<file path="config.mk">
export PLATFORM = sky130hd
export DESIGN_NAME = edoc_ctrl
export DESIGN_NICKNAME = d
export VERILOG_FILES = /design/src/core/edoc_pkg.sv /design/src/core/edoc_ctrl.sv /design/src/core/edoc_timer.sv
export SDC_FILE = /design/constraint.sdc
export NUM_CORES = 1
export LEC_CHECK = 0
export ABC_CLOCK_PERIOD_IN_PS = 6400
export BUFFER_PORTS_ARGS = -buffer_cell sky130_fd_sc_hd__buf_4
export CORE_MARGIN = 3
export CORE_UTILIZATION = 57
export CTS_BUF_LIST = sky130_fd_sc_hd__clkbuf_16
export DETAILED_ROUTE_END_ITERATION = 12
export PLACE_DENSITY_LB_ADDON = 0.05
export SLEW_MARGIN = 30
export SYNTH_ARGS = -nofsm -noshare
export SYNTH_HDL_FRONTEND = slang
export SYNTH_SLANG_ARGS = --single-unit
</file>
<file path="constraint.sdc">
create_clock -name sys_clk_i -period 6.4 [get_ports sys_clk_i]
set_clock_uncertainty 0.2 [all_clocks]
set_input_delay 1.92 -clock sys_clk_i [delete_from_list [all_inputs] [get_ports sys_clk_i]]
set_output_delay 1.92 -clock sys_clk_i [all_outputs]
set_load 0.01 [all_outputs]
</file>
<file path="src/core/edoc_pkg.sv">
// constants for the page-mode dram access controller
package edoc_pkg;
    localparam int unsigned CLK_PERIOD_NS = 20;
    localparam int unsigned ADDR_W        = 9;
    localparam int unsigned CELL_ADDR_W   = 18;
    localparam int unsigned DATA_W        = 16;
    localparam int unsigned ROWS          = 512;
    // timing for the slowest grade, in ns except where the name says ms or us, and derived cycle counts
    localparam int unsigned T_RAS_NS      = 60;
    localparam int unsigned T_RP_NS       = 40;
    localparam int unsigned T_RCD_NS      = 20;
    localparam int unsigned T_CAS_NS      = 10;
    localparam int unsigned T_CP_NS       = 10;
    localparam int unsigned T_CSR_NS      = 10;
    localparam int unsigned T_REF_MS      = 8;
    localparam int unsigned T_PWRUP_US    = 200;
    localparam int unsigned INIT_CYCLES   = 8;
    localparam int unsigned RAS_CYC  = (T_RAS_NS + CLK_PERIOD_NS - 1) / CLK_PERIOD_NS;
    localparam int unsigned RP_CYC   = (T_RP_NS + CLK_PERIOD_NS - 1) / CLK_PERIOD_NS;
    localparam int unsigned RCD_CYC  = (T_RCD_NS + CLK_PERIOD_NS - 1) / CLK_PERIOD_NS;
    localparam int unsigned CAS_CYC  = (T_CAS_NS + CLK_PERIOD_NS - 1) / CLK_PERIOD_NS;
    localparam int unsigned CP_CYC   = (T_CP_NS + CLK_PERIOD_NS - 1) / CLK_PERIOD_NS;
    localparam int unsigned CSR_CYC  = (T_CSR_NS + CLK_PERIOD_NS - 1) / CLK_PERIOD_NS;
    // longest refresh spacing rounds down
    localparam int unsigned REF_PERIOD_DEF = (T_REF_MS * 1000000) / (ROWS * CLK_PERIOD_NS);
    localparam int unsigned PWRUP_DEF = (T_PWRUP_US * 1000 + CLK_PERIOD_NS - 1) / CLK_PERIOD_NS;
    localparam int unsigned TMR_W = 16;

    typedef enum logic [3:0] {
        EDOC_PWRUP,
        EDOC_IDLE,
        EDOC_ROW,
        EDOC_COL_LO,
        EDOC_COL_HI,
        EDOC_CREF_SETUP,
        EDOC_CREF_RAS,
        EDOC_CLOSE,
        EDOC_PRECH
    } edoc_state_t;
endpackage : edoc_pkg

</file>
<file path="src/core/edoc_ctrl.sv">
// page-mode dram host controller: init, accesses, page bursts and counter refresh
// What this block does
// - eighteen-bit address sent as row then column
// - cycle starts row low, ends all strobes high
// - keep row active and precharge minimums
// - write data driven on the same clock edge as the first falling column strobe
// - refresh all 512 rows every 8 ms
// - hold a column strobe for counter refresh
// - wait 200 us then eight row cycles
`timescale 1ns/100ps
module edoc_ctrl
    import edoc_pkg::*;
#(
    parameter int unsigned REF_PERIOD = REF_PERIOD_DEF,  // cycles between refreshes
    parameter int unsigned PWRUP_WAIT = PWRUP_DEF        // power-up pause in cycles
)(
    input  wire logic                   sys_clk_i,                 // system clock
    input  wire logic                   rst_n_i,                   // async reset, low
    input  wire logic                   req_valid_i,               // access request
    input  wire logic                   req_write_i,               // 1 write, 0 read
    input  wire logic                   req_last_i,                // close row after this
    input  wire logic [CELL_ADDR_W-1:0] req_addr_i,                // row high, column low
    input  wire logic [1:0]             req_lanes_i,               // byte lanes {hi,lo}
    input  wire logic [DATA_W-1:0]      req_wdata_i,               // write data
    output logic                        req_ready_o,               // request taken
    output logic                        rd_valid_o,                // read data pulse
    output logic [DATA_W-1:0]           rd_data_o,                 // read data
    output logic                        init_done_o,               // init finished
    output logic [ADDR_W-1:0]           muxed_address_o,           // muxed address
    output logic                        row_strobe_n_o,            // row strobe
    output logic                        low_lane_column_strobe_n_o,   // low lane strobe
    output logic                        high_lane_column_strobe_n_o,  // high lane strobe
    output logic                        write_enable_n_o,          // write enable
    output logic                        output_enable_n_o,         // output enable
    output logic [DATA_W-1:0]           data_lines_o,              // data out
    output logic                        data_lines_oe_n_o,         // low while driving
    input  wire logic [DATA_W-1:0]      data_lines_i               // data in
);
    import edoc_pkg::*;

    ////////////////////////////////////////////////////////////////////////////
    typedef struct packed {
        edoc_state_t         fsm;
        logic [ADDR_W-1:0]   open_row;
        logic                row_open;
        logic                wr;
        logic [1:0]          lanes;
        logic                last;
        logic [DATA_W-1:0]   wdata;
        logic [3:0]          init_cnt;
        logic                init_done;
        logic                ref_pend;
        logic [TMR_W-1:0]    ref_tmr;
        logic [ADDR_W-1:0]   addr;
        logic                ras_n;
        logic [1:0]          cas_n;
        logic                we_n;
        logic                oe_n;
        logic [DATA_W-1:0]   dq;
        logic                dq_oe_n;
        logic                ready;
        logic                rvalid;
        logic [DATA_W-1:0]   rdata;
    } edoc_st_t;

    edoc_st_t          st;
    edoc_st_t          next_st;
    logic [1:0]        rst_sync;
    logic              rst_n;
    logic [DATA_W-1:0] dq_m;
    logic [DATA_W-1:0] dq_s;
    logic              tmr_load;
    logic [TMR_W-1:0]  tmr_count;
    logic              tmr_done;
    logic              ras_done;
    logic              pw_loaded;

    always_ff @(posedge sys_clk_i or negedge rst_n_i)
    begin
        if (!rst_n_i)
        begin
            rst_sync <= 2'h0;
        end
        else
        begin
            rst_sync <= {rst_sync[0], 1'b1};
        end
    end
    assign rst_n = rst_sync[1];

    // read data is a pin input: two flops before use
    always_ff @(posedge sys_clk_i or negedge rst_n)
    begin
        if (!rst_n)
        begin
            dq_m <= 16'h0;
            dq_s <= 16'h0;
        end
        else
        begin
            dq_m <= data_lines_i;
            dq_s <= dq_m;
        end
    end

    edoc_timer u_timer (
        .sys_clk_i (sys_clk_i),
        .rst_n_i   (rst_n),
        .load_i    (tmr_load),
        .count_i   (tmr_count),
        .done_o    (tmr_done)
    );

    // separate row-active timer so a page burst never closes early
    logic [3:0] ras_cnt;
    always_ff @(posedge sys_clk_i or negedge rst_n)
    begin
        if (!rst_n)
        begin
            ras_cnt <= 4'h0;
        end
        else if (st.ras_n)
        begin
            ras_cnt <= 4'(RAS_CYC);
        end
        else if (ras_cnt != 4'h0)
        begin
            ras_cnt <= ras_cnt - 4'h1;
        end
    end
    assign ras_done = (ras_cnt == 4'h0) && !st.ras_n;

    ////////////////////////////////////////////////////////////////////////////
    always_comb
    begin
        next_st   = st;
        tmr_load  = 1'b0;
        tmr_count = '0;
        next_st.ready  = 1'b0;
        next_st.rvalid = 1'b0;
        // refresh pacing keeps every row visited inside the period
        if (st.ref_tmr == '0)
        begin
            next_st.ref_tmr  = TMR_W'(REF_PERIOD - 1);
            next_st.ref_pend = 1'b1;
        end
        else
        begin
            next_st.ref_tmr = st.ref_tmr - 1'b1;
        end
        case (st.fsm)
            EDOC_PWRUP:
            begin
                // the pause is loaded on the first clock after reset
                if (!pw_loaded)
                begin
                    tmr_load  = 1'b1;
                    tmr_count = TMR_W'(PWRUP_WAIT);
                end
                else if (tmr_done)
                begin
                    next_st.fsm = EDOC_CREF_SETUP;
                end
            end
            EDOC_IDLE:
            begin
                if (st.ref_pend || !st.init_done)
                begin
                    next_st.fsm = EDOC_CREF_SETUP;
                end
                else if (st.row_open && st.last)
                begin
                    // close first, so a waiting request cannot keep the row open
                    next_st.fsm = EDOC_CLOSE;
                end
                else if (req_valid_i)
                begin
                    next_st.ready = 1'b1;
                    next_st.wr    = req_write_i;
                    next_st.lanes = req_lanes_i;
                    next_st.last  = req_last_i;
                    next_st.wdata = req_wdata_i;
                    if (st.row_open && req_addr_i[17:9] == st.open_row)
                    begin
                        // same row: straight to a new column
                        next_st.addr = req_addr_i[8:0];
                        next_st.fsm  = EDOC_COL_LO;
                    end
                    else if (st.row_open)
                    begin
                        next_st.fsm = EDOC_CLOSE;
                        next_st.ready = 1'b0;
                    end
                    else
                    begin
                        // row half first, row strobe latches it
                        next_st.addr     = req_addr_i[17:9];
                        next_st.open_row = req_addr_i[17:9];
                        next_st.ras_n    = 1'b0;
                        next_st.row_open = 1'b1;
                        next_st.ready    = 1'b0;
                        next_st.fsm      = EDOC_ROW;
                        tmr_load  = 1'b1;
                        tmr_count = TMR_W'(RCD_CYC);
                    end
                end
            end
            EDOC_ROW:
            begin
                if (tmr_done)
                begin
                    next_st.addr  = req_addr_i[8:0];  // column half second
                    next_st.ready = 1'b1;
                    next_st.wr    = req_write_i;
                    next_st.lanes = req_lanes_i;
                    next_st.last  = req_last_i;
                    next_st.wdata = req_wdata_i;
                    next_st.fsm   = EDOC_COL_LO;
                end
            end
            EDOC_COL_LO:
            begin
                // data and write enable set on the same edge that the strobes fall
                next_st.we_n    = !st.wr;
                next_st.oe_n    = st.wr;
                next_st.dq      = st.wdata;
                next_st.dq_oe_n = !st.wr;
                next_st.cas_n   = ~st.lanes;
                next_st.fsm     = EDOC_COL_HI;
                tmr_load  = 1'b1;
                tmr_count = TMR_W'(CAS_CYC + 2);
            end
            EDOC_COL_HI:
            begin
                if (tmr_done)
                begin
                    // held output: sample after strobe rises is fine
                    next_st.rvalid  = !st.wr;
                    next_st.rdata   = dq_s;
                    next_st.cas_n   = 2'h3;
                    next_st.we_n    = 1'b1;
                    next_st.dq_oe_n = 1'b1;
                    next_st.fsm     = EDOC_IDLE;
                    if (!st.wr && st.ref_pend && ras_done && st.lanes != 2'h0)
                    begin
                        // hidden refresh: column stays low, row pulses high
                        next_st.cas_n    = st.cas_n;
                        next_st.ras_n    = 1'b1;
                        next_st.row_open = 1'b0;
                        next_st.last     = 1'b0;
                        next_st.fsm      = EDOC_CREF_RAS;
                        tmr_load  = 1'b1;
                        tmr_count = TMR_W'(RP_CYC);
                    end
                end
            end
            EDOC_CLOSE:
            begin
                if (ras_done)
                begin
                    next_st.ras_n    = 1'b1;  // end cycle all high
                    next_st.oe_n     = 1'b1;
                    next_st.row_open = 1'b0;
                    next_st.last     = 1'b0;
                    next_st.fsm      = EDOC_PRECH;
                    tmr_load  = 1'b1;
                    tmr_count = TMR_W'(RP_CYC);
                end
            end
            EDOC_CREF_SETUP:
            begin
                if (st.row_open)
                begin
                    next_st.fsm = EDOC_CLOSE;
                end
                else
                begin
                    // column low before row falls, address ignored
                    next_st.cas_n   = 2'h0;
                    next_st.dq_oe_n = 1'b1;
                    next_st.fsm     = EDOC_CREF_RAS;
                    tmr_load  = 1'b1;
                    tmr_count = TMR_W'(CSR_CYC);
                end
            end
            EDOC_CREF_RAS:
            begin
                if (st.ras_n && tmr_done)
                begin
                    next_st.ras_n = 1'b0;
                end
                else if (ras_done)
                begin
                    next_st.ras_n    = 1'b1;
                    next_st.cas_n    = 2'h3;
                    next_st.ref_pend = 1'b0;
                    if (!st.init_done)
                    begin
                        next_st.init_cnt  = st.init_cnt + 4'h1;
                        next_st.init_done = (st.init_cnt == 4'(INIT_CYCLES - 1));
                    end
                    next_st.fsm = EDOC_PRECH;
                    tmr_load  = 1'b1;
                    tmr_count = TMR_W'(RP_CYC);
                end
            end
            EDOC_PRECH:
            begin
                if (tmr_done)
                begin
                    next_st.fsm = EDOC_IDLE;
                end
            end
            default:
            begin
                next_st.fsm = EDOC_IDLE;
            end
        endcase
        if (st.ref_tmr == '0)
        begin
            next_st.ref_pend = 1'b1;  // a new tick outranks a finishing refresh
        end
    end

    always_ff @(posedge sys_clk_i or negedge rst_n)
    begin
        if (!rst_n)
        begin
            st         <= '0;
            st.fsm     <= EDOC_PWRUP;
            st.ras_n   <= 1'b1;
            st.cas_n   <= 2'h3;
            st.we_n    <= 1'b1;
            st.oe_n    <= 1'b1;
            st.dq_oe_n <= 1'b1;
            st.ref_tmr <= TMR_W'(REF_PERIOD - 1);
        end
        else
        begin
            st <= next_st;
        end
    end

    // power-up pause is loaded once at reset release
    always_ff @(posedge sys_clk_i or negedge rst_n)
    begin
        if (!rst_n)
        begin
            pw_loaded <= 1'b0;
        end
        else
        begin
            pw_loaded <= 1'b1;
        end
    end

    assign req_ready_o                 = st.ready;
    assign rd_valid_o                  = st.rvalid;
    assign rd_data_o                   = st.rdata;
    assign init_done_o                 = st.init_done;
    assign muxed_address_o             = st.addr;
    assign row_strobe_n_o              = st.ras_n;
    assign low_lane_column_strobe_n_o  = st.cas_n[0];
    assign high_lane_column_strobe_n_o = st.cas_n[1];
    assign write_enable_n_o            = st.we_n;
    assign output_enable_n_o           = st.oe_n;
    assign data_lines_o                = st.dq;
    assign data_lines_oe_n_o           = st.dq_oe_n;
endmodule : edoc_ctrl

</file>
<file path="src/core/edoc_timer.sv">
// down-counting delay timer used for strobe timing
`timescale 1ns/100ps
module edoc_timer
    import edoc_pkg::*;
(
    input  wire logic              sys_clk_i,  // system clock
    input  wire logic              rst_n_i,    // synchronised reset
    input  wire logic              load_i,     // load a new count
    input  wire logic [TMR_W-1:0]  count_i,    // cycles to wait
    output logic                   done_o      // count has run out
);
    import edoc_pkg::*;

    typedef struct packed {
        logic [TMR_W-1:0] cnt;
    } edoc_tmr_st_t;

    edoc_tmr_st_t st;
    edoc_tmr_st_t next_st;

    always_comb
    begin
        next_st = st;
        if (load_i)
        begin
            next_st.cnt = count_i;
        end
        else if (st.cnt != '0)
        begin
            next_st.cnt = st.cnt - 1'b1;
        end
    end

    always_ff @(posedge sys_clk_i or negedge rst_n_i)
    begin
        if (!rst_n_i)
        begin
            st <= '0;
        end
        else
        begin
            st <= next_st;
        end
    end

    // no path from load_i: the caller decides loads from done_o
    assign done_o = (st.cnt == '0);
endmodule : edoc_timer

</file>
; ---- Word-level counts from Yosys, hierarchy flattened
; Cells that the tools add are included.
[word_totals]
regBits = 160
output_inout_bits = 50
inputBits = 57
elab_cells = 202
[classes]
n_eq_ne = 30
n_bitwise = 7
mux = 89
reduce_logical = 45
addsub = 4
[ops]
columns = op, count
row1 = $pmux 16 s7, 1
row2 = $mux 16, 4
row3 = $mux 10, 6
row4 = $mux 4, 12
row5 = $mux 21, 2
row6 = $pmux 4 s9, 1
row7 = $mux 1, 34
row8 = $mux 17, 2
row9 = $mux 34, 1
row10 = $logic_not 16->1, 2
row11 = $ne 2x2->1 const B, 16
row12 = $pmux 16 s2, 1
row13 = $sub 16x1->16 const B, 2
row14 = $eq 4x3->1 const B, 5
row15 = $mux 20, 1
row16 = $mux 9, 2
row17 = $pmux 9 s2, 1
row18 = $reduce_and 6->1, 3
row19 = $reduce_and 8->1, 2
row20 = $reduce_bool 16->1, 1
row21 = $reduce_bool 2->1, 8
row22 = $reduce_bool 4->1, 4
row23 = $mux 3, 5
row24 = $mux 14, 1
row25 = 29 further kinds, 58

; ---- Longest topological paths before layout
; Gate-level depths: netlist of the first run.
[depth]
depth_word = 8
mapped_depth = 9
depth_no_buf = 7

; ---- Hierarchy
; From an unflattened synthesis of the first run, not the netlist that was laid out.
[hier_totals]
cells_unflattened = 706
hier_area_um2 = 7514.7
[by_module_without_submodules]
columns = mod, cells_each, area_each_um2, instances
row1 = edoc_ctrl, 598, 6492.5, 1
row2 = edoc_timer, 108, 1022.2, 1

; ---- Least setup slack after synthesis of the first run
; OpenSTA, ideal clock, no wires.
[synth_path]
kind = input-to-reg
start = input port req_addr_i[17]
end = register st (netlist bit muxed_address_o[8])
cell_stages = 6
setup_slack_ps = 2739
n_path_buf = 1
t_arrival_ps = 3379
required_time_ps = 6118
path_cell_list = xor2_1 nor4_1 nand4_1 clkbuf_1 a21bo_2 a31oi_1
[synth_between]
elab_chain_cells = 7
[synth_lines]
columns = element, line
row1 = start: declaration, edoc_ctrl.sv:22  ; input wire logic [CELL_ADDR_W-1:0] req_addr_i,
row2 = $eq 9x9->1, edoc_ctrl.sv:183  ; if (st.row_open && req_addr_i[17:9] == st.open_row)
row3 = $logic_and 1x1->1, edoc_ctrl.sv:183
row4 = $mux 9, edoc_ctrl.sv:183
row5 = $mux 10, edoc_ctrl.sv:176  ; else if (req_valid_i)
row6 = $mux 10, edoc_ctrl.sv:171  ; else if (st.row_open && st.last)
row7 = $mux 10, edoc_ctrl.sv:167  ; if (st.ref_pend || !st.init_done)
row8 = $pmux 9 s2, edoc_ctrl.sv:151  ; case (st.fsm)
row9 = end signal: assignment, edoc_ctrl.sv:340  ; st <= next_st;
row10 = end: declaration, edoc_ctrl.sv:66  ; edoc_st_t st;
; Parallel ways exist; a longest one is shown, timed or not. The select of a mux whose other input is x is not followed.
; A chain may end at the register's enable or synchronous reset.

; ---- Final worst setup path of the first run
[layout_path]
start = input port req_addr_i[17]
end = register st (netlist bit muxed_address_o[0])
[layout_between]
elab_chain_cells = 7
[layout_lines]
columns = element, line
row1 = $eq 9x9->1 *, edoc_ctrl.sv:183
row2 = $logic_and 1x1->1 *, edoc_ctrl.sv:183
row3 = $mux 9, edoc_ctrl.sv:183
row4 = $mux 10, edoc_ctrl.sv:176
row5 = $mux 10, edoc_ctrl.sv:171
row6 = $mux 10, edoc_ctrl.sv:167
row7 = $pmux 9 s2, edoc_ctrl.sv:151
; Every way passes the cells marked *; elsewhere a longest branch is shown, timed or not. The select of a mux whose other input is x is not followed.

==> results.yml, run 1 <==
outcome:
  run_status: "completed"
placement:
  dpl.hpwl_microns: 10100
  io_buffer_count: 106
  place.gp.congestion: 0.958
cts:
  clockRootBuffer: "clkbuf_16"
  cts-buffers-inserted: 17
  cts_tree: "done"
  cts_hold_buf: 0
  post_cts_buffers: 0
  clk_pin_slew_ns: 0.07
  cts_resized: 0
  clk_path_buf_depth: 2
  insertion_delay_ns: 0.42
  htree_num_levels: 4
  cts_sinks: 160
final_layout:
  fin_nets: 779
  nFillCells: 949
  drive_above_1_share_pct: 30.6
  antennaDiodeCount: 0
  layout_common_cells: "dfrtp_1, buf_4, o21ai_0, mux2_2, nand2_1"
  syn_to_final_growth_pct: 16.5
  final_common_cell: "dfrtp_1"
floorplan:
  start_util_pct: 59.7
  die_w_microns: 119
  io_pins: 107
  die_area_sq_mm: 0.0142
  die_h_microns: 119
  num_rows: 40
  core-area_sq_mm: 0.0123
power:
  leakagePower_nw: 3.95
  powerDensity_mw_per_mm2: 240
  peakVddDrop_mv: 0.276
grt:
  grt_max_degree: 89
  grt_pass1_vias: 5065
  overflow: 0
  antenna_found_initial: 0
  gr-usage-all-layers_pct: 21.6
  grt_pass1_wl_microns: 24700
timing:
  setup-tns-final_ns: 0
  slew_violations: 0
  layout_min_cycle_time_ns: 3.93
  whs_ns: 0.0137
  rsz0062_at_grt: "false"
  min_period_over_period_pct: 61.4
  setup_viol: 0
  max_freq_mhz: 255
  hold_viol: 0
  worstMarginPinSlew_ns: 0.750
  slew_headroom_pct: 49.9
critical_path:
  r2r_start: "st[101]$_DFFE_PN0P_"
  startpoint_type: "primary input"
  worst-r2r-cell-count: 5
  end_kind: "flip-flop"
  worstPathArrival_ns: 4.07
  worst-setup-path-type: "primary input to flip-flop"
  critPathMaxFanout: 18
  rr_endpoint: "st[79]$_DFFE_PN0P_"
  crit_required_ns: 6.54
  r2r_slack_ns: 3.17
route:
  drt_iter0_drc: 412
  wl_microns: 14800
  via_count: 5036
  drtPass1Iterations: 5
  wl_per_cell_microns: 16.5
  via_per_inst: 5.61
  post-route-drc-count: 0
  antenna_left: 0
synth:
  synth_area_sq_mm: 0.00731
  synth-edff-count: 0
  ys_ff_latch: 160
  synth_warnings: 0
  synthArstFlopShare_pct: 100
  ys_types: 68
  avgSynthCellArea_sq_um: 11.2
  yosysSeqAreaShare_pct: 54.9
  synth_ff_type: "dfrtp_1"
  syn_inst: 655
min_path:
  hp-class: "flip-flop to async pin"
job:
  maxCapViolCount: 0
[worst max-delay path by stage]
stage | endpoint | slack, ns | startpoint
after floorplan | data_lines_o[0]$_DFFE_PN0P_ | 1.43 | rst_sync[1]$_DFF_PN0_
after global placement | muxed_address_o[8]$_DFFE_PN0P_ | 2.34 | req_addr_i[17]
after detailed placement | muxed_address_o[3]$_DFFE_PN0P_ | 2.14 | req_addr_i[17]
after CTS | muxed_address_o[0]$_DFFE_PN0P_ | 2.59 | req_addr_i[17]
after global routing | muxed_address_o[1]$_DFFE_PN0P_ | 2.40 | req_addr_i[17]
final | muxed_address_o[0]$_DFFE_PN0P_ | 2.47 | req_addr_i[17]
[where the power goes]
group / switching (W) / internal (W)
clock: 0.000436 / 0.000509
sequential: 0.00000922 / 0.00103
combinational: 0.0000342 / 0.0000317
[state kept, by name, summed over array words and instances (netlist names)]
register / count
high_lane_column_strobe_n_o: 1
muxed_address_o: 9
dq_m: 16
rd_data_o: 16
pw_loaded: 1
init_done_o: 1
low_lane_column_strobe_n_o: 1
write_enable_n_o: 1
output_enable_n_o: 1
rd_valid_o: 1
dq_s: 16
ras_cnt: 4
data_lines_o: 16
data_lines_oe_n_o: 1
rst_sync: 2
u_timer.st: 16
st: 55
row_strobe_n_o: 1
req_ready_o: 1
[synthesized netlist by cell type, types with 4 or more instances]
library cell	n	share of area, %
nor3_1	13	0.89
o21ai_1	10	0.68
nand4b_1	4	0.48
clkbuf_1	18	0.92
and2_1	4	0.34
nand3_1	26	1.8
buf_4	42	4.3
dfrtp_1	150	51
nand2_1	45	2.3
buf_2	5	0.34
xnor2_1	18	2.2
nand2b_1	5	0.43
dfstp_2	10	3.6
mux2_2	47	7.2
o21ai_0	47	3.2
xor2_1	18	2.2
inv_1	21	1.1
nor2_1	41	2.1
or3_1	5	0.43
a31oi_1	14	1.2
ha_1	6	1.0
nand4_1	4	0.34
nor2b_1	6	0.51
a21oi_1	11	0.75
nor4_1	6	0.51
a21bo_2	9	1.2
o31a_1	11	1.3
[kinds of logic (layout without fill, tap and decap cells)]
logic type	Yosys count	after routing	share of synthesized area [%]
adder cells (fa/ha/maj)	6	6	1.03
XOR/XNOR	36	36	4.31
multiplexers	49	49	7.51
other	1	2	0.0513
buffers and inverters	90	163	7.06
flip-flops	160	160	54.9
AND/OR/NAND/NOR	180	180	13.1
AO/OA/AOI/OAI	133	133	12.0
[per-stage QoR]
stage	instance area, sq um	setup WS (ns)	utilization (%)	total power [W]	std cells
floorplan	7320	1.43	-	0.00108	656
global placement	7910	2.34	64.5	0.00112	863
detailed placement	7930	2.14	64.7	0.00112	864
CTS	8490	2.59	69.2	0.00207	896
global route	8520	2.40	69.5	0.00213	897
finish	8520	2.47	69.5	0.00205	897
[routing by layer]
metal / GRT usage [%] / vias up / wire length [microns]
met5: 0 / - / 0
met4: 7.17 / 0 / 231
met3: 5.56 / 21 / 626
met2: 35.5 / 104 / 7540
met1: 28.0 / 2526 / 6380
li1: - / 2385 / -
[layout make-up]
class | count | area (sq um) | share of cell area [%]
clock buffers | 17 | 425 | 4.99
clock inverters | 15 | 131 | 1.54
inverters | 21 | 78.8 | 0.925
multi-input cells | 406 | 2800 | 32.8
flip-flops and latches | 160 | 4020 | 47.2
well taps | 168 | 210 | 2.47
repair buffers | 110 | 857 | 10.1
[critical path, stage by stage]
cell,delay (ns)
buf_4,0.13
xor2_1,0.13
nor4_1,0.55
nand4_1,0.72
a21bo_2,0.43
a31oi_1,0.18
No activity file was read; power rests on OpenSTA's default activity.
==> inputs of run 2 (changes only) <==
--- a/config.mk
+++ b/config.mk
@@ -5,10 +5,10 @@
 export SDC_FILE = /design/constraint.sdc
 export NUM_CORES = 1
 export LEC_CHECK = 0
-export ABC_CLOCK_PERIOD_IN_PS = 6400
+export ABC_CLOCK_PERIOD_IN_PS = 3470
 export BUFFER_PORTS_ARGS = -buffer_cell sky130_fd_sc_hd__buf_4
 export CORE_MARGIN = 3
-export CORE_UTILIZATION = 57
+export CORE_UTILIZATION = 52
 export CTS_BUF_LIST = sky130_fd_sc_hd__clkbuf_16
 export DETAILED_ROUTE_END_ITERATION = 12
 export PLACE_DENSITY_LB_ADDON = 0.05
==> constraint.sdc (replaced) <==
create_clock -name sys_clk_i -period 3.47 [get_ports sys_clk_i]
set_clock_uncertainty 0.2 [all_clocks]
set_input_delay 1.041 -clock sys_clk_i [delete_from_list [all_inputs] [get_ports sys_clk_i]]
set_output_delay 1.041 -clock sys_clk_i [all_outputs]
set_load 0.01 [all_outputs]
==> results.yml, run 2 (synthesis results as in run 1) <==
cts:
  post_cts_buffers: 0
  clockRootBuffer: "clkbuf_16"
  cts-buffers-inserted: 17
  cts_resized: 0
  cts_hold_buf: 0
  cts_sinks: 160
  insertion_delay_ns: 0.43
  cts_tree: "done"
  clk_path_buf_depth: 2
  htree_num_levels: 4
  clk_pin_slew_ns: 0.06
floorplan:
  core-area_sq_mm: 0.0135
  io_pins: 107
  die_area_sq_mm: 0.0155
  die_w_microns: 125
  start_util_pct: 54.2
  num_rows: 42
  die_h_microns: 125
min_path:
  hp-class: "flip-flop to flip-flop"
  min_from: "dq_m[5]$_DFF_PN0_"
power:
  total_power_w: 0.00402
  powerDensity_mw_per_mm2: 464
  leakagePower_nw: 4.05
  peakVddDrop_mv: 0.545
timing:
  slew_headroom_pct: 47.7
  slew_violations: 0
  min_period_over_period_pct: 85.1
  worstMarginPinSlew_ns: 0.784
  setup-tns-final_ns: 0
  rsz0062_at_grt: "false"
  hold_viol: 0
  setup_viol: 0
  max_freq_mhz: 338
  layout_min_cycle_time_ns: 2.95
grt:
  grt_max_degree: 79
  overflow: 0
  gr-usage-all-layers_pct: 19.9
  grt_pass1_vias: 5112
  grt_pass1_wl_microns: 25200
  antenna_found_initial: 0
critical_path:
  crit_family: "simple AND/OR/NAND/NOR gates"
  setup.worst_path.start: "u_timer.st[0]$_DFFE_PN0P_"
  r2r_start: "u_timer.st[0]$_DFFE_PN0P_"
  cpMaxStageDelayCell: "a22oi_2"
  timing.critical_path.cells: "inv_1, ha_1, nor4b_1, and4b_2, a22oi_2, or2_1, o21ai_0"
  worstPathArrival_ns: 3.02
  cpPeakStageDelay_ns: 0.63
  startpoint_type: "flip-flop"
  critPathMaxFanout: 19
  crit_required_ns: 3.54
  worst-setup-path-type: "flip-flop to flip-flop"
  end_kind: "flip-flop"
  path_buf_inv: 1
route:
  route.met3.wl_microns: 726
  via_count: 5090
  via_per_inst: 5.56
  post-route-drc-count: 0
  drt_iter0_drc: 334
  wl_per_cell_microns: 16.4
  wl_microns: 15000
  wl_met1_microns: 6390
  antenna_left: 0
  topRoutingLayerUsed: "met4"
  wl_met2_microns: 7590
  drtPass1Iterations: 5
final_layout:
  final_common_cell: "dfrtp_1"
  drive_above_1_share_pct: 31.5
  largest_reg_flops: 55
  ff_latch_area_sq_mm: 0.00402
  final_area_sq_mm: 0.00866
  multiInputGateArea_sq_mm: 0.00279
  nFillCells: 1069
  syn_to_final_growth_pct: 18.4
  antennaDiodeCount: 0
  fin_nets: 789
  layout_common_cells: "dfrtp_1, buf_4, o21ai_0, mux2_2, nand2_1"
  largest-register: "st"
  final_util_pct: 64.1
outcome:
  run_status: "completed"
placement:
  dpl.hpwl_microns: 10500
  place_area_sq_mm: 0.00802
  io_buffer_count: 106
  place.gp.congestion: 0.935
job:
  maxCapViolCount: 0
run 2: cell types whose count changed in the layout (fill, tap and decap cells not counted), moves of 2 or more:
cell        delta
buf_4         +12
bufinv_16      +4
inv_6          -3
clkinv_4       +2
clkinvlp_4     -3
run 2: layer usage:
metal	vias up	global-route usage, %
met3	22	4.85
met2	132	33.2
met1	2524	25.4
met5	-	0
li1	2412	-
met4	0	6.96
run 2: area by class of cell:
cell class              instances  share of cell area, %
repair buffers                120                   10.5
clock buffers                  17                   4.91
flip-flops and latches        160                   46.4
well taps                     176                   2.54
clock inverters                15                   2.41
multi-input cells             406                   32.3
inverters                      21                  0.910
run 2: worst paths after layout:
kind / end / slack, ns / depth (start not counted)
max: st[77]$_DFFE_PN0P_ / 0.52 / 7
min: dq_s[5]$_DFF_PN0_ / 0.15 / 0
max reg2reg: st[77]$_DFFE_PN0P_ / 0.52 / 7
min reg2reg: dq_s[5]$_DFF_PN0_ / 0.15 / 0
max in group asynchronous: data_lines_oe_n_o$_DFFE_PN1P_ / 1.98 / 1
min in group asynchronous: dq_m[14]$_DFF_PN0_ / 0.18 / 0
run 2: report_power, final:
part | switching (W) | total [W] | internal, W
clock network | 0.000766 | 0.00198 | 0.00122
registers | 0.0000237 | 0.00192 | 0.00190
logic | 0.0000571 | 0.000114 | 0.0000572
total | 0.000846 | 0.00402 | 0.00317
run 2: metrics by stage:
| step | setup WS (ns) | cells | hold slack, ns |
|---|---|---|---|
| after floorplan | 0.631 | 656 | 0.131 |
| after global placement | 0.415 | 883 | 0.132 |
| after detailed placement | 0.350 | 883 | 0.139 |
| after CTS | 0.522 | 915 | 0.150 |
| after global routing | 0.274 | 915 | 0.155 |
| final | 0.516 | 915 | 0.147 |
==> inputs of run 3 (changes only) <==
--- a/config.mk
+++ b/config.mk
@@ -15,4 +15,5 @@
 export SLEW_MARGIN = 30
 export SYNTH_ARGS = -nofsm -noshare
 export SYNTH_HDL_FRONTEND = slang
+export SYNTH_HIERARCHICAL = 1
 export SYNTH_SLANG_ARGS = --single-unit
==> results.yml, run 3 <==
final_layout:
  nFillCells: 1133
  drive_above_1_share_pct: 29.4
  final_common_cell: "dfrtp_1"
  ff_latch_area_sq_mm: 0.00402
  largest-register: "st"
  layout_common_cells: "dfrtp_1, nand2_1, buf_4"
  multiInputGateArea_sq_mm: 0.00303
  largest_reg_flops: 55
  antennaDiodeCount: 0
  fin_nets: 847
  syn_to_final_growth_pct: 18.3
synth:
  synthArstFlopShare_pct: 100
  syn_inst: 706
  ys_types: 82
  avgSynthCellArea_sq_um: 10.6
  synth_most_common_cell: "dfrtp_1"
  synth_area_sq_mm: 0.00751
  synth_xor_area_share_pct: 3.26
  yosys.area_share.simple_pct: 18.2
  synth.top_cell.area_share_pct: 50.0
  synth_compound_area_share_pct: 12.2
  synth.area.top_cells: "dfrtp_1, nand2_1, mux2_2"
  synth_ff_type: "dfrtp_1"
  muxShareOfSynthArea_pct: 5.21
  yosysSeqAreaShare_pct: 53.4
  synth_warnings: 6
  synth-edff-count: 0
  synth_common_cells: "dfrtp_1, nand2_1, buf_4"
  synth_top_family_by_area: "simple AND/OR/NAND/NOR gates"
  yosysTopAreaCell: "dfrtp_1"
  synthAdderAreaFrac_pct: 0.833
  ys_ff_latch: 160
timing:
  hold_viol: 0
  whs_ns: 0.0151
  setup-tns-final_ns: 0
  min_period_over_period_pct: 88.3
  max_freq_mhz: 326
  worstMarginPinSlew_ns: 0.773
  setup_viol: 0
  slew_headroom_pct: 48.5
  layout_min_cycle_time_ns: 3.07
  rsz0062_at_grt: "false"
  slew_violations: 0
cts:
  htree_num_levels: 4
  post_cts_buffers: 0
  cts_sinks: 160
  clk_path_buf_depth: 2
  clk_pin_slew_ns: 0.06
  insertion_delay_ns: 0.41
  cts-buffers-inserted: 17
  clockRootBuffer: "clkbuf_16"
  cts_resized: 0
  cts_hold_buf: 0
  cts_tree: "done"
power:
  leakagePower_nw: 4.23
  power_switching_w: 0.00234
  p_sw_share_pct: 34.1
  seqPwrFrac_pct: 39.4
  peakVddDrop_mv: 0.372
  powerDensity_mw_per_mm2: 773
  power_frac_comb_pct: 32.5
  intPower_w: 0.00453
  p_clk_share_pct: 28.1
critical_path:
  worstPathArrival_ns: 3.17
  r2r_start: "u_timer/st[0]$_DFFE_PN0P_"
  rr_endpoint: "u_timer/st[15]$_DFFE_PN0P_"
  crit_required_ns: 3.57
  critPathMaxFanout: 8
  worst-r2r-cell-count: 12
  startpoint_type: "flip-flop"
  worst-setup-path-type: "flip-flop to flip-flop"
  end_kind: "flip-flop"
  r2r_slack_ns: 0.40
grt:
  grt_max_degree: 82
  grt_pass1_vias: 5267
  grtUsageMet2_pct: 31.0
  grt_use_met3_pct: 4.20
  grt_busiest_layer: "met2"
  overflow: 0
  gr-usage-all-layers_pct: 20.0
  grt_pass1_wl_microns: 26000
  grt_use_met1_pct: 28.0
  antenna_found_initial: 0
placement:
  place.gp.congestion: 0.938
  io_buffer_count: 106
  dpl.hpwl_microns: 10700
job:
  maxCapViolCount: 0
route:
  post-route-drc-count: 0
  drtPass1Iterations: 7
  via_per_inst: 5.52
  antenna_left: 0
  wl_microns: 15400
  via_count: 5402
  drt_iter0_drc: 512
  wl_per_cell_microns: 15.7
outcome:
  run_status: "completed"
floorplan:
  core-area_sq_mm: 0.0140
  io_pins: 107
  start_util_pct: 53.7
  num_rows: 43
  die_h_microns: 126
  die_area_sq_mm: 0.0159
  die_w_microns: 126
min_path:
  hp-class: "flip-flop to async pin"
## run 3: cell count changes in the layout (fill, tap and decap cells not counted), moves of 5 or more
cell,before,now
nor2_1,40,35
conb_1,2,11
o31a_1,11,3
nand2_1,45,126
o21ai_0,47,28
inv_1,22,16
xor2_1,18,13
mux2_2,47,29
o31ai_1,2,9
o21ai_1,10,2
o21ba_1,0,5
## run 3: how the worst max path moves through the flow
stage               depth (start not counted)                       from                        endpoint  slack (ns)
finish                                     12  u_timer/st[0]$_DFFE_PN0P_      u_timer/st[15]$_DFFE_PN0P_        0.40
global route                               12  u_timer/st[0]$_DFFE_PN0P_      u_timer/st[15]$_DFFE_PN0P_        0.20
CTS                                        12  u_timer/st[0]$_DFFE_PN0P_      u_timer/st[15]$_DFFE_PN0P_        0.45
detailed placement                          6             req_addr_i[13]  muxed_address_o[6]$_DFFE_PN0P_        0.35
global placement                            6             req_addr_i[13]  muxed_address_o[1]$_DFFE_PN0P_        0.41
floorplan                                  15  u_timer/st[0]$_DFFE_PN0P_      u_timer/st[15]$_DFFE_PN0P_        0.04
## run 3: through the flow
step	setup slack (ns)	area (sq um)	instances	util (%)	power [W]
2_1_floorplan	0.0424	7550	715	-	0.00435
3_3_place_gp	0.410	8280	946	59.2	0.00491
3_5_place_dp	0.346	8280	946	59.2	0.00496
4_1_cts	0.446	8890	978	63.6	0.00692
5_1_grt	0.195	8890	978	63.6	0.00732
6_report	0.404	8890	978	63.6	0.00687
## run 3: layer usage
metal,up-vias,wire [microns]
li1,2568,-
met1,2659,6980
met2,156,7420
met3,19,771
met4,0,223
met5,-,0
## run 3: worst max-delay path: stages, from the launching register on
cell	delay, ns
dfrtp_1	0.42
inv_1	0.12
ha_1	0.21
nor4b_4	0.22
and4_1	0.23
nand2b_1	0.08
nor4_1	0.41
o21ai_0	0.22
nand2_1	0.14
or2_2	0.17
inv_1	0.13
o211a_1	0.16
a221o_1	0.25
## run 3: area by class of cell
| class | count | share of cell area, % |
|---|---|---|
| repair buffers | 123 | 10.7 |
| inverters | 15 | 0.633 |
| multi-input cells | 468 | 34.0 |
| flip-flops and latches | 160 | 45.2 |
| well taps | 180 | 2.53 |
| clock buffers | 17 | 4.78 |
| clock inverters | 15 | 2.14 |
## run 3: logic make-up after synthesis
kind of cell	count (synthesis)
and+or+nand+nor	264
DFF	160
AOI/OAI and AO/OA	125
buffers and inverters	87
muxes	35
xor gates and xnor gates	28
adders and majority gates	5
other	2
## run 3: power groups by stage
stage / sequential [W] / combinational (W) / clock (W)
after floorplan: 0.00261 / 0.00174 / 0
after global placement: 0.00272 / 0.00219 / 0
after detailed placement: 0.00274 / 0.00223 / 0
after CTS: 0.00271 / 0.00223 / 0.00198
after global routing: 0.00277 / 0.00249 / 0.00206
final: 0.00271 / 0.00223 / 0.00193
